--- src/pkg/rdam_pkg.sv ---
// Constants and carrier types of the reference divider and aux output mux.
`default_nettype none
package rdam_pkg;
   // ==========================================================
   // Register offsets
   localparam logic [7:0] RDAM_OFS_REF_INPUT = 8'h01;
   localparam logic [7:0] RDAM_OFS_REF_DIV = 8'h03;
   localparam logic [7:0] RDAM_OFS_AUX_OUT = 8'h1B;
   localparam logic [7:0] RDAM_OFS_N_RATIO = 8'h3D;
   localparam logic [7:0] RDAM_OFS_STATUS = 8'h3E;
   // ==========================================================
   // Field positions
   localparam int RDAM_RD_AUTO = 15;
   localparam int RDAM_RD_PATH = 14;
   localparam int RDAM_RIN_SQ_EN = 0;
   localparam int RDAM_RIN_SIN_EN = 1;
   localparam int RDAM_RIN_DIV_EN = 2;
   localparam int RDAM_RIN_SIN_SEL = 3;
   localparam int RDAM_RIN_SQ2DIG = 4;
   localparam int RDAM_RIN_DSM_SIN = 5;
   localparam int RDAM_N_FRAC = 17;
   localparam int RDAM_PIN_SQ = 0;
   localparam int RDAM_PIN_SIN = 1;
   localparam int RDAM_PIN_VCO = 2;
   // ==========================================================
   // Reset values and limits
   localparam logic [15:0] RDAM_RST_REF_DIV = 16'h8001;
   localparam logic [5:0] RDAM_RST_REF_INPUT = 6'h11;
   localparam logic [6:0] RDAM_RST_AUX_OUT = 7'h00;
   localparam logic [17:0] RDAM_RST_N_RATIO = 18'h0_0064;
   localparam logic [13:0] RDAM_RATIO_MIN_DIV = 14'h0002;
   localparam logic [16:0] RDAM_N_MIN_FRAC = 17'h0_0048;
   localparam logic [16:0] RDAM_N_MIN_INT = 17'h0_0040;
   localparam logic [16:0] RDAM_N_MAX_FRAC = 17'h1_FFF6;
   localparam logic [16:0] RDAM_N_MAX_INT = 17'h1_FFFE;
   localparam logic signed [3:0] RDAM_STEP_MAX = 4'sh4;
   // ==========================================================
   // Carriers
   typedef struct packed {
      logic en;
      logic [7:0] addr;
      logic [23:0] data;
   } rdam_reg_wr_s;
   typedef struct packed {
      logic [2:0] lock_win;
      logic [2:0] slip;
      logic frac_strobe;
      logic [2:0] dsm_acc;
      logic [2:0] aux_osc;
      logic [2:0] multi_vco;
      logic [2:0] dsm_out;
   } rdam_aux_src_s;
   typedef enum logic [3:0] {
      RDAM_GPO_STATIC = 4'h0,
      RDAM_GPO_CLOCKS = 4'h1,
      RDAM_GPO_LOCK = 4'h2,
      RDAM_GPO_SLIP = 4'h3,
      RDAM_GPO_FRAC = 4'h4,
      RDAM_GPO_ACC = 4'h6,
      RDAM_GPO_OSC = 4'h7,
      RDAM_GPO_MVCO = 4'h9,
      RDAM_GPO_DSM = 4'hA
   } rdam_gpo_sel_e;
endpackage
`default_nettype wire

--- src/design/rdam_top.sv ---
// Reference path divider, modulator clock select and aux output mux.
`default_nettype none
module rdam_top
   import rdam_pkg::*;
(
   input wire logic clk_i,
   input wire logic rst_n_i,
   input wire logic square_reference_pin_i,
   input wire logic sine_reference_pin_i,
   input wire logic vco_prescaler_pin_i,
   input wire rdam_reg_wr_s reg_wr_i,
   input wire logic reg_rd_i,
   input wire logic [7:0] reg_rd_addr_i,
   input wire logic signed [3:0] dsm_step_i,
   input wire rdam_aux_src_s aux_src_i,
   output logic [23:0] reg_rdata_o,
   output logic pfd_ref_o,
   output logic pfd_vco_o,
   output logic mod_clk_o,
   output logic aux_output_pin_first_o,
   output logic aux_output_pin_second_o,
   output logic aux_output_pin_third_o
);
   // ==========================================================
   // State
   typedef struct packed {
      logic [2:0] sy1;
      logic [2:0] sy2;
      logic [2:0] sy3;
      logic [2:0] lvl;
      logic [2:0] tick;
      logic [15:0] rdiv;
      logic [5:0] rin;
      logic [6:0] aux;
      logic [17:0] nreg;
      logic path;
      logic pfd;
      logic [2:0] gpo;
      logic modclk;
      logic [23:0] rdata;
   } rdam_top_s;

   rdam_top_s s_q;
   rdam_top_s s_d;

   logic auto_mode;
   logic [13:0] ratio;
   logic div_run;
   logic use_div;
   logic ref_lvl;
   logic ref_tick;
   logic div_out;
   logic div_wrap;
   logic n_frac;
   logic [16:0] n_lo;
   logic [16:0] n_hi;
   logic [16:0] n_avg;
   logic signed [3:0] step;
   logic [17:0] n_inst;
   logic [16:0] n_half;
   logic n_out;
   logic [2:0] agree;

   // ==========================================================
   // Reference path decode
   always_comb begin
      auto_mode = s_q.rdiv[RDAM_RD_AUTO];
      ratio = s_q.rdiv[13:0];
      // Auto mode looks only at the ratio.
      if (auto_mode) begin
         div_run = ratio >= RDAM_RATIO_MIN_DIV;
         use_div = ratio >= RDAM_RATIO_MIN_DIV;
      end else begin
         div_run = s_q.rin[RDAM_RIN_DIV_EN];
         use_div = s_q.rdiv[RDAM_RD_PATH];
      end
      // A disabled buffer is masked out of ref_lvl and ref_tick, so only the selected and
      // enabled input can reach the divider.
      if (s_q.rin[RDAM_RIN_SIN_SEL]) begin
         ref_lvl = s_q.rin[RDAM_RIN_SIN_EN] & s_q.lvl[RDAM_PIN_SIN];
         ref_tick = s_q.rin[RDAM_RIN_SIN_EN] & s_q.tick[RDAM_PIN_SIN];
      end else begin
         ref_lvl = s_q.rin[RDAM_RIN_SQ_EN] & s_q.lvl[RDAM_PIN_SQ];
         ref_tick = s_q.rin[RDAM_RIN_SQ_EN] & s_q.tick[RDAM_PIN_SQ];
      end
   end

   // ==========================================================
   // VCO path ratio
   always_comb begin
      n_frac = s_q.nreg[RDAM_N_FRAC];
      n_lo = n_frac ? RDAM_N_MIN_FRAC : RDAM_N_MIN_INT;
      n_hi = n_frac ? RDAM_N_MAX_FRAC : RDAM_N_MAX_INT;
      n_avg = s_q.nreg[16:0];
      if (n_avg < n_lo) begin
         n_avg = n_lo;
      end else if (n_avg > n_hi) begin
         n_avg = n_hi;
      end
      n_avg[0] = 1'b0;
      step = 4'sh0;
      if (n_frac) begin
         step = dsm_step_i;
         if (step > RDAM_STEP_MAX) begin
            step = RDAM_STEP_MAX;
         end else if (step < -RDAM_STEP_MAX) begin
            step = -RDAM_STEP_MAX;
         end
         step[0] = 1'b0;
      end
      n_inst = 18'({1'b0, n_avg}) + 18'({{14{step[3]}}, step});
      // The fixed halving stage sits ahead of the prescaler pin.
      n_half = n_inst[17:1];
   end

   rdam_divider #(
      .W(14)
   ) u_ref_div (
      .clk_i(clk_i),
      .rst_n_i(rst_n_i),
      .run_i(div_run),
      .tick_i(ref_tick),
      .ratio_i(ratio),
      .out_o(div_out),
      .wrap_o(div_wrap)
   );

   rdam_divider #(
      .W(17)
   ) u_vco_div (
      .clk_i(clk_i),
      .rst_n_i(rst_n_i),
      .run_i(1'b1),
      .tick_i(s_q.tick[RDAM_PIN_VCO]),
      .ratio_i(n_half),
      .out_o(n_out),
      .wrap_o()
   );

   // ==========================================================
   // Next state
   always_comb begin
      s_d = s_q;
      // Pins are asynchronous; a change counts once stages two and
      // three agree, which rejects single-sample glitches.
      s_d.sy1 = {vco_prescaler_pin_i, sine_reference_pin_i,
                 square_reference_pin_i};
      s_d.sy2 = s_q.sy1;
      s_d.sy3 = s_q.sy2;
      agree = ~(s_q.sy2 ^ s_q.sy3);
      s_d.lvl = (agree & s_q.sy3) | (~agree & s_q.lvl);
      s_d.tick = s_d.lvl & ~s_q.lvl;
      if (reg_wr_i.en) begin
         unique case (reg_wr_i.addr)
            RDAM_OFS_REF_INPUT: s_d.rin = reg_wr_i.data[5:0];
            RDAM_OFS_REF_DIV: s_d.rdiv = reg_wr_i.data[15:0];
            RDAM_OFS_AUX_OUT: s_d.aux = reg_wr_i.data[6:0];
            RDAM_OFS_N_RATIO: s_d.nreg = reg_wr_i.data[17:0];
            default: s_d.rin = s_q.rin;
         endcase
      end
      if (div_wrap || !div_run) begin
         s_d.path = use_div;
      end
      s_d.pfd = s_q.path ? div_out : ref_lvl;
      if (s_q.rin[RDAM_RIN_SQ2DIG]) begin
         s_d.modclk = s_q.rin[RDAM_RIN_DSM_SIN] ? s_q.lvl[RDAM_PIN_SIN]
                      : s_q.lvl[RDAM_PIN_SQ];
      end else begin
         s_d.modclk = ref_lvl;
      end
      // Pin order in gpo is {third, second, first}.
      case (s_q.aux[3:0])
         RDAM_GPO_STATIC: s_d.gpo = s_q.aux[6:4];
         RDAM_GPO_CLOCKS: s_d.gpo = {ref_lvl, div_out,
                                     s_q.lvl[RDAM_PIN_VCO]};
         RDAM_GPO_LOCK: s_d.gpo = aux_src_i.lock_win;
         RDAM_GPO_SLIP: s_d.gpo = aux_src_i.slip;
         RDAM_GPO_FRAC: s_d.gpo = {s_q.lvl[RDAM_PIN_SIN], div_out,
                                   aux_src_i.frac_strobe};
         RDAM_GPO_ACC: s_d.gpo = aux_src_i.dsm_acc;
         RDAM_GPO_OSC: s_d.gpo = aux_src_i.aux_osc;
         RDAM_GPO_MVCO: s_d.gpo = aux_src_i.multi_vco;
         RDAM_GPO_DSM: s_d.gpo = aux_src_i.dsm_out;
         default: s_d.gpo = 3'h0;
      endcase
      if (reg_rd_i) begin
         unique case (reg_rd_addr_i)
            RDAM_OFS_REF_INPUT: s_d.rdata = {18'h0_0000, s_q.rin};
            RDAM_OFS_REF_DIV: s_d.rdata = {8'h00, s_q.rdiv};
            RDAM_OFS_AUX_OUT: s_d.rdata = {17'h0_0000, s_q.aux};
            RDAM_OFS_N_RATIO: s_d.rdata = {6'h00, s_q.nreg};
            RDAM_OFS_STATUS: s_d.rdata = {19'h0_0000, s_q.path,
                                          div_run, s_q.lvl};
            default: s_d.rdata = 24'h00_0000;
         endcase
      end
   end

   always_ff @(posedge clk_i or negedge rst_n_i) begin
      if (!rst_n_i) begin
         s_q <= '0;
         s_q.rdiv <= RDAM_RST_REF_DIV;
         s_q.rin <= RDAM_RST_REF_INPUT;
         s_q.aux <= RDAM_RST_AUX_OUT;
         s_q.nreg <= RDAM_RST_N_RATIO;
      end else begin
         s_q <= s_d;
      end
   end

   assign reg_rdata_o = s_q.rdata;
   assign pfd_ref_o = s_q.pfd;
   assign pfd_vco_o = n_out;
   assign mod_clk_o = s_q.modclk;
   assign aux_output_pin_first_o = s_q.gpo[0];
   assign aux_output_pin_second_o = s_q.gpo[1];
   assign aux_output_pin_third_o = s_q.gpo[2];
endmodule
`default_nettype wire

--- src/design/rdam_divider.sv ---
// Programmable edge-counting divider with boundary-loaded ratio.
`default_nettype none
module rdam_divider
   import rdam_pkg::*;
#(
   parameter int W = 14
) (
   input wire logic clk_i,
   input wire logic rst_n_i,
   input wire logic run_i,
   input wire logic tick_i,
   input wire logic [W-1:0] ratio_i,
   output logic out_o,
   output logic wrap_o
);
   typedef struct packed {
      logic [W-1:0] cnt;
      logic [W-1:0] ratio;
      logic out;
      logic wrap;
   } rdam_div_s;

   rdam_div_s s_q;
   rdam_div_s s_d;
   logic last;

   // While running, a new ratio is only taken at the wrap (when stopped it
   // loads every cycle), so a write never cuts a period short and the
   // phase detector sees no runt pulse.
   always_comb begin
      s_d = s_q;
      s_d.wrap = 1'b0;
      last = (s_q.ratio <= W'(1)) || (s_q.cnt >= s_q.ratio - W'(1));
      if (!run_i) begin
         s_d.cnt = '0;
         s_d.ratio = ratio_i;
         s_d.out = 1'b0;
      end else if (tick_i) begin
         if (last) begin
            s_d.cnt = '0;
            s_d.ratio = ratio_i;
            s_d.wrap = 1'b1;
         end else begin
            s_d.cnt = s_q.cnt + W'(1);
         end
         s_d.out = s_d.cnt < (s_d.ratio - (s_d.ratio >> 1));
      end
   end

   always_ff @(posedge clk_i or negedge rst_n_i) begin
      if (!rst_n_i) begin
         s_q <= '0;
      end else begin
         s_q <= s_d;
      end
   end

   assign out_o = s_q.out;
   assign wrap_o = s_q.wrap;
endmodule
`default_nettype wire

--- config.mk ---
export PLATFORM = sky130hd
export DESIGN_NAME = rdam_top
export DESIGN_NICKNAME = d
export VERILOG_FILES = /design/src/pkg/rdam_pkg.sv /design/src/design/rdam_top.sv /design/src/design/rdam_divider.sv
export SDC_FILE = /design/constraint.sdc
export NUM_CORES = 1
export LEC_CHECK = 0
export BUFFER_PORTS_ARGS = -buffer_cell sky130_fd_sc_hd__buf_2
export CAP_MARGIN = 30
export CORE_MARGIN = 8
export CORE_UTILIZATION = 51
export CTS_CLUSTER_SIZE = 30
export DETAILED_ROUTE_END_ITERATION = 8
export PLACE_DENSITY = 0.76
export SYNTH_ARGS = -nofsm -noshare
export SYNTH_HDL_FRONTEND = slang
export SYNTH_HIERARCHICAL = 1
export SYNTH_SLANG_ARGS = --single-unit
--- constraint.sdc ---
create_clock -name clk_i -period 12.6 [get_ports clk_i]
set_clock_uncertainty 0.15 [all_clocks]
set_input_delay 0 -clock clk_i [delete_from_list [all_inputs] [get_ports clk_i]]
set_output_delay 0 -clock clk_i [all_outputs]
set_load 0.005 [all_outputs]
==> results.tsv, run 1 <==
metric	value	unit
status	completed	
TritonCTS Sinks	151	
drt total wl	31890	um
CTS max path bufs	2	
Die X	170.6	um
Worst-path clk slew	70	ps
Detailed Routing Iterations Pass 1	7	
vias per inst	6.051	
CTS tree	done	
core area	23470	sq um
Hold Vio Cnt, Final	0	
GR Overflow Total	0	
Syn Std Cell Area	12190	sq um
layout cell share with drive strength beyond 1	0.1806	
Clock Tree Root	clkbuf_16	
CP peak stage delay	580	ps
max-slew violation count	0	
worst hold slack	29.73	ps
most common cell after layout, fill and taps aside	dfrtp_1	
Core Rows	56	
largest net degree at the start of global routing	93	
setup bufs post-CTS	0	
Most common cell on crit path	ha_1	
dpl cell area	12670	sq um
routed vias	10480	
Final setup violation count	0	
Post-DRT Antenna Nets	0	
Die Height	170.6	um
total I/O pin count	100	
FMAX	132.9	MHz
Total Power	0.001751	W
Inserted Clock Buffers	17	
peak supply drop	0.1029	mV
CP endpoint kind	flip-flop	
post-place setup slack	5236	ps
worst-path cell with the longest stage delay	or4_4	
synthesized instance count	1313	
synthesized area per cell	9.283	sq um
GPL Wtd Cong	0.8705	
number of max-cap violations	0	
CP max FO	37	
Slew headroom	0.3408	
vias in the first global route	10440	
area of the die	29100	sq um
Setup Crit Path Kind	reg2reg	
WP data required	12730	ps
Port Buffers	86	
latest clock arrival within the worst-skew pair	440	ps
DRC errors left	0	
Tot GR Track Use	0.2226	
first-pass GRT wire length	52930	um
Crit path max-delay family	simple AND/OR/NAND/NOR gates	
Tcrit/Tclk final	0.5972	
WP data arrival	7660	ps
initial DRC count	774	
Finished Cell Area	13760	sq um
min Tclk post-route	7524	ps
placed wire-length estimate	22720	um
WP buf/inv	2	
Pwr Density	127.2	nW/um^2
antenna cells	0	
Initial Util	0.5192	
most frequent cells in the layout	dfrtp_1, ha_1, nor2_1	
nets	1585	
CP startpoint kind	flip-flop	
unrepaired setup endpoints after global routing	no	
hold crit path type	in2reg	
Area Growth Syn to Fin	12.92	%
synth warn	6	
filler instances	1915	
Fin Setup TNS	0	ps
H-Tree Level Count	4	
initial antenna violation count	0	
P_leak	6.366	nW
PnR worst setup slack	5076	ps
Worst-Margin Slew	986.0	ps
WL/cell	18.42	um
-- layout make-up --
class / count / area [sq um] / share of cell area
Multi-Input combinational cell: 1017 / 7716 / 0.5606
Tap cell: 319 / 399.1 / 0.02900
Clock buffer: 17 / 425.4 / 0.03091
Inverter: 73 / 274.0 / 0.01991
Sequential cell: 151 / 3787 / 0.2752
Clock inverter: 15 / 214.0 / 0.01555
Timing Repair Buffer: 139 / 947.2 / 0.06882
-- timing repair --
item	CTS	global route
hold buffers	45	0
gates resized for setup	0	0
endpoints found under the setup margin	0	0
endpoints found under the hold margin	162	0
-- routing by layer --
metal  vias up  routed length (um)  track usage
met1      5060               14200       0.2883
met3        55                1805      0.03849
met4         0                 656      0.06979
li1       4967                   -            -
met5         -                   0            0
met2       393               15230       0.3734
-- worst min-delay path, stage by stage --
cell    delay (ps)
buf_2           80
and3_1         180
ha_1           190
mux2_1         140
-- state kept, by name, summed over array words and instances, names as in the netlist --
| signal | flops |
|---|---|
| auto_mode | 1 |
| reg_rdata_o | 18 |
| u_vco_div/s_q | 34 |
| aux_output_pin_first_o | 1 |
| s_d | 6 |
| u_ref_div/s_q | 28 |
| u_ref_div/wrap_o | 1 |
| ratio | 14 |
| aux_output_pin_second_o | 1 |
| aux_output_pin_third_o | 1 |
| u_vco_div/out_o | 1 |
| s_q | 41 |
| mod_clk_o | 1 |
| u_ref_div/out_o | 1 |
| pfd_ref_o | 1 |
| n_frac | 1 |
-- path summary, 6_finish.rpt --
| path | startpoint | end | slack [ps] | cells after the start |
|---|---|---|---|---|
| max | u_ref_div/s_q[8] | u_ref_div/out_o | 5080 | 26 |
| min | dsm_step_i[1] | u_vco_div/s_q[2] | 30 | 4 |
| max reg2reg | u_ref_div/s_q[8] | u_ref_div/out_o | 5080 | 26 |
| min reg2reg | s_d[88] | s_d[85] | 210 | 0 |
| max in group asynchronous | rst_n_i | u_vco_div/s_q[23] | 10880 | 3 |
| min in group asynchronous | rst_n_i | s_d[84] | 80 | 2 |
-- where the power goes --
part	internal (W)	leakage (nW)	switching (W)
Sequential	0.000512	1.98	0.0000479
Combinational	0.000290	4.08	0.000362
Clock	0.000275	0.306	0.000263
-- stage by stage --
step	utilization	instances
after floorplan	-	1318
after global placement	0.5399	1654
after detailed placement	0.5399	1654
after CTS	0.5864	1731
after global routing	0.5864	1731
final	0.5864	1731
No activity file was read; power rests on OpenSTA's default activity.
==> inputs of run 2 (changes only) <==
- PLACE_DENSITY: 0.76 -> 0.78
- clock period: 12.6 -> 6.5 ns (I/O delays scaled with it)
==> results.tsv, run 2 (synthesized netlist as in run 1, its figures left out) <==
metric	value	unit	change
layout cell share with drive strength beyond 1	0.2182		+0.03761
routed vias	10730		+2.4%
GR Overflow Total	0		unchanged
Core Rows	56		unchanged
CP endpoint kind	flip-flop		
Detailed Routing Iterations Pass 1	5		-2
latest clock arrival within the worst-skew pair	440	ps	about the same
peak supply drop	0.1885	mV	+83%
Setup Crit Path Kind	reg2reg		
Slew headroom	0.3557		+0.01488
WL/cell	18.67	um	+1.4%
R2R cell count	24		-7.7%
worst reg2reg path endpoint	u_ref_div/out_o		
unrepaired setup endpoints after global routing	yes		
post-place setup slack	-84.76	ps	-5321 ps
TritonCTS Sinks	151		unchanged
CP peak stage delay	560	ps	-20 ps
most frequent cells in the layout	dfrtp_1, ha_1, nor2_1		
Final setup violation count	0		unchanged
Crit. Startpoint	u_ref_div/s_q[8]		
CTS tree	done		
max reg flops	41		unchanged
initial antenna violation count	0		unchanged
vias per inst	6.102		+0.84%
area of the die	29100	sq um	unchanged
Port Buffers	86		unchanged
worst hold slack	28.12	ps	-1.611 ps
first-pass GRT wire length	53870	um	+1.8%
largest net degree at the start of global routing	85		-8.6%
crit-path cells	or4_4 > or3_4 > nor4_4 > xnor2_1 > ha_1 > nand2_1 > or3_1 > a211oi_2 > or3_4 > mux2i_1 > ha_2 > inv_1 > fa_1 > a21o_1 > a21oi_2 > o211ai_1 > a31o_2 > a311oi_2 > xor2_1 > ha_1 > nand4_1 > or4_1 > nor3_2 > o32ai_2		
min Tclk post-route	6289	ps	-1235 ps
worst reg2reg setup slack	210	ps	-4860 ps
Pwr Density	245.4	nW/um^2	+93%
PnR worst setup slack	210.9	ps	-4865 ps
Worst-Margin Slew	963.8	ps	-22.25 ps
Die Height	170.6	um	unchanged
Crit path max-delay family	simple AND/OR/NAND/NOR gates		
worst-path cell with the longest stage delay	or4_4		
Clock Tree Root	clkbuf_16		
Worst-path clk slew	70	ps	about the same
GPL Wtd Cong	0.9198		+5.7%
final cell count without fillers	1758		+1.6%
hold crit path type	in2reg		
CP startpoint kind	flip-flop		
registers with the most flip-flops	s_q: 41 flops, u_vco_div/s_q: 34 flops, u_ref_div/s_q: 28 flops		
Tot GR Track Use	0.2266		+0.004000
placed wire-length estimate	23260	um	+2.4%
max-slew violation count	0		unchanged
most common cell after layout, fill and taps aside	dfrtp_1		
initial DRC count	777		+0.39%
Inserted Clock Buffers	17		unchanged
Tcrit/Tclk final	0.9676		+0.3704
Post-DRT Antenna Nets	0		unchanged
WP depth	24		-7.7%
antenna cells	0		unchanged
Placed Cells	1675		+1.3%
Initial Util	0.5192		unchanged
H-Tree Level Count	4		unchanged
Util after Layout	0.6018		+0.01541
number of max-cap violations	0		unchanged
total I/O pin count	100		unchanged
DRC errors left	0		unchanged
Area Growth Syn to Fin	15.89	%	
core area	23470	sq um	unchanged
WP buf/inv	1		-1
P_leak	6.520	nW	+2.4%
Die X	170.6	um	unchanged
status	completed		
drt total wl	32820	um	+2.9%
nets	1612		+1.7%
worst r2r src	u_ref_div/s_q[8]		
CTS max path bufs	2		unchanged
CP endpoint	u_ref_div/out_o		
vias in the first global route	10880		+4.1%
Reg with most FFs	s_q		
WP data required	6630	ps	-6100 ps
FMAX	159.0	MHz	+20%
CP max FO	6		-84%
WP data arrival	6420	ps	-1240 ps
Hold Vio Cnt, Final	0		unchanged
## run 2: changes by cell type in the layout (fill, tap and decap cells not counted), moves of 4 or more
cell and delta:
a21oi_1 -4, a21oi_2 +4, nor4_1 -4, buf_4 +26
## run 2: how the worst min path moves through the flow
stage	start	endpoint	slack [ps]	depth (start not counted)
2_1_floorplan	rst_n_i	aux_output_pin_first_o	-450	0
3_3_place_gp	rst_n_i	s_d[86]	-40	1
3_5_place_dp	sine_reference_pin_i	s_d[87]	-40	1
4_1_cts	dsm_step_i[1]	u_vco_div/s_q[2]	4	4
5_1_grt	square_reference_pin_i	s_d[86]	40	2
6_report	dsm_step_i[1]	u_vco_div/s_q[2]	30	4
## run 2: area by class of cell
cell class / count / area (sq um)
fillers: 1857 / 9348
multi-input cells: 1017 / 7869
flip-flops and latches: 151 / 3791
repair buffers: 166 / 1170
clock buffers: 17 / 425.4
well taps: 319 / 399.1
inverters: 73 / 274.0
clock inverters: 15 / 196.4
## run 2: power by group
part	internal [W]	switching, W
clock	0.000527	0.000498
combinational	0.000618	0.000738
sequential	0.000994	0.0000909
total	0.00214	0.00133
## run 2: what timing repair did
item,in CTS,in global routing
gates resized for setup,3,35
cloned,0,0
pin swaps,0,15
buffers inserted,0,9
setup endpoints to repair,2,2
endpoints found under the hold margin,153,0
hold buffers,42,0
## run 2: layer usage
metal  global-route usage  part of all wire  vias up
met5                    0                 0        -
met4               0.1037             0.036        0
met3              0.04056             0.068       80
met2               0.3724              0.47      416
met1               0.2868              0.43     5224
li1                     -                 -     5008
## run 2: through the flow
step	instance area (sq um)	total power, W	setup TNS (ps)
after CTS	13910	0.003402	0
after floorplan	12220	0.002041	0
final	14120	0.003466	0
after global routing	14120	0.003673	-182.2
after global placement	12830	0.002288	0
after detailed placement	12850	0.002341	-103.3
## run 2: worst reg2reg max path, stage by stage, from the launching register on
cell and delay (ps):
dfrtp_1 380, or4_4 560, or3_4 390, nor4_4 240
xnor2_1 100, ha_1 300, nand2_1 80, or3_1 410
a211oi_2 210, or3_4 230, mux2i_1 200, ha_2 200
inv_1 50, fa_1 400, a21o_1 190, a21oi_2 160
o211ai_1 100, a31o_2 250, a311oi_2 240, xor2_1 130
ha_1 310, nand4_1 100, or4_1 500, nor3_2 140
o32ai_2 100
==> inputs of run 3 (changes only) <==
- ABC_AREA: unset -> 1
- CORE_UTILIZATION: 51 -> 45
- PLACE_DENSITY: 0.78 -> 0.71
==> results.tsv, run 3 <==
metric	value	unit	change
min Tclk post-route	5970	ps	-318.8 ps
initial DRC count	906		+17%
layout cell share with drive strength beyond 1	0.1471		-0.07109
GPL Wtd Cong	0.9118		-0.87%
Inserted Clock Buffers	17		unchanged
total I/O pin count	100		unchanged
final cell count without fillers	2328		+32%
TritonCTS Sinks	151		unchanged
Reg with most FFs	s_q		
Port Buffers	86		unchanged
antenna cells	0		unchanged
number of max-cap violations	0		unchanged
Worst-Margin Slew	1106	ps	+141.9 ps
Register Area	3787	sq um	about the same
Total Power	0.004530	W	+31%
WP data required	6680	ps	+50 ps
GR Overflow Total	0		unchanged
latest clock arrival within the worst-skew pair	440	ps	about the same
CP endpoint kind	flip-flop		
PnR worst setup slack	529.7	ps	+318.8 ps
worst hold start	reg_rd_addr_i[0]		
Core Rows	62		+11%
synthesized instance count	1839		+40%
grt met3 use	0.03151		-0.009056
worst-path cell with the longest stage delay	dfrtp_1		
Die Height	187.0	um	+9.6%
peak supply drop	0.1753	mV	-7.0%
Setup Crit Path Kind	reg2reg		
first-pass GRT wire length	59070	um	+9.7%
max-slew violation count	0		unchanged
FMAX	167.5	MHz	+5.3%
vias per inst	5.203		-15%
drt total wl	35430	um	+7.9%
CTS tree	done		
CTS max path bufs	2		unchanged
Crit. Startpoint	u_ref_div/s_q[2]		
Hold Vio Cnt, Final	0		unchanged
Detailed Routing Iterations Pass 1	6		+1
initial antenna violation count	0		unchanged
Initial Util	0.4570		-0.06224
routed vias	12110		+13%
Fin Setup TNS	0	ps	unchanged
Placed Cells	2252		+34%
DRC errors left	0		unchanged
Most common cell on crit path	nand2_1		
most frequent cells in the layout	nand2_1, inv_1, dfrtp_1		
P_leak	7.812	nW	+20%
Area Growth Syn to Fin	12.58	%	
Worst-path clk slew	70	ps	about the same
H-Tree Level Count	4		unchanged
multi-input combinational cell area	7764	sq um	-1.3%
Pwr Density	305.9	nW/um^2	+25%
vias in the first global route	12320		+13%
area of the die	34950	sq um	+20%
filler instances	2719		+46%
worst hold slack	27.38	ps	-0.7425 ps
Die X	187.0	um	+9.6%
synth warn	6		unchanged
registers with the most flip-flops	s_q: 41 flops, u_vco_div/s_q: 34 flops, u_ref_div/s_q: 28 flops		
WL/cell	15.22	um	-18%
synthesized area per cell	7.152	sq um	-23%
Tcrit/Tclk final	0.9185		-0.04904
nets	2117		+31%
status	completed		
met1 GRT Util	0.2642		-0.02258
CP startpoint kind	flip-flop		
unrepaired setup endpoints after global routing	yes		
Final setup violation count	0		unchanged
WP data arrival	6150	ps	-270 ps
largest net degree at the start of global routing	91		+7.1%
Syn Std Cell Area	13150	sq um	+7.9%
most common cell after layout, fill and taps aside	nand2_1		
Post-DRT Antenna Nets	0		unchanged
CP max FO	31		+25
hold crit path type	in2reg		
worst r2r src	u_ref_div/s_q[2]		
core area	28780	sq um	+23%
met2 Usage GRT	0.3342		-0.03817
max reg flops	41		unchanged
CP peak stage delay	400	ps	-160 ps
gr busiest metal	met2		
Tot GR Track Use	0.2018		-0.02475
post-place setup slack	161.1	ps	+245.9 ps
Clock Tree Root	clkbuf_16		
Slew headroom	0.2621		-0.09363
placed wire-length estimate	26780	um	+15%
==> run 3: metrics by stage <==
| step | utilization | instance area (sq um) |
|---|---|---|
| finish | 0.5145 | 14810 |
| global route | 0.5145 | 14810 |
| CTS | 0.5125 | 14750 |
| detailed placement | 0.4758 | 13690 |
| global placement | 0.4743 | 13650 |
| floorplan | - | 13170 |
==> run 3: worst paths after layout <==
check	to	slack, ps	cells past startpoint
worst max-delay path	u_ref_div/out_o	530	34
worst min register to register	s_d[83]	210	0
worst min-delay path	reg_rdata_o[2]	30	6
min in group asynchronous	aux_output_pin_second_o	80	2
max in group asynchronous	ratio[9]	4720	3
worst max register to register	u_ref_div/out_o	530	34
==> run 3: worst max-delay path: cells and delay by family, from the launching register on <==
kind / cells / cell delay [ps]
simple gates: 19 / 2550
compound gates: 6 / 1150
fa+ha+maj: 3 / 930
flops: 1 / 400
xor+xnor: 2 / 350
buf+inv: 4 / 320
==> run 3: where the power goes <==
group	switching [W]	leakage [nW]	internal, W
clock network	0.000476	0.296	0.000553
registers	0.0000498	2.03	0.000986
logic	0.00156	5.49	0.000903
total	0.00209	7.81	0.00244
==> run 3: final cells by class <==
cell class,count,share of cell area
inverter,308,0.07859
timing repair buffer,140,0.06726
sequential,151,0.2558
clock buffer,17,0.02873
clock inverter,15,0.01284
tap,384,0.03245
multi-input combinational,1313,0.5243
==> run 3: routing by layer <==
layer	vias to the layer above	wire length, um
li1	6090	-
met1	5613	16620
met2	355	16460
met3	55	1582
met4	0	773
met5	-	0
==> run 3: what timing repair did <==
action	in CTS	in global routing
endpoints found under the hold margin	157	0
buffers inserted	0	0
hold buffers	44	0
gates resized for setup	0	17
endpoints found under the setup margin	0	2
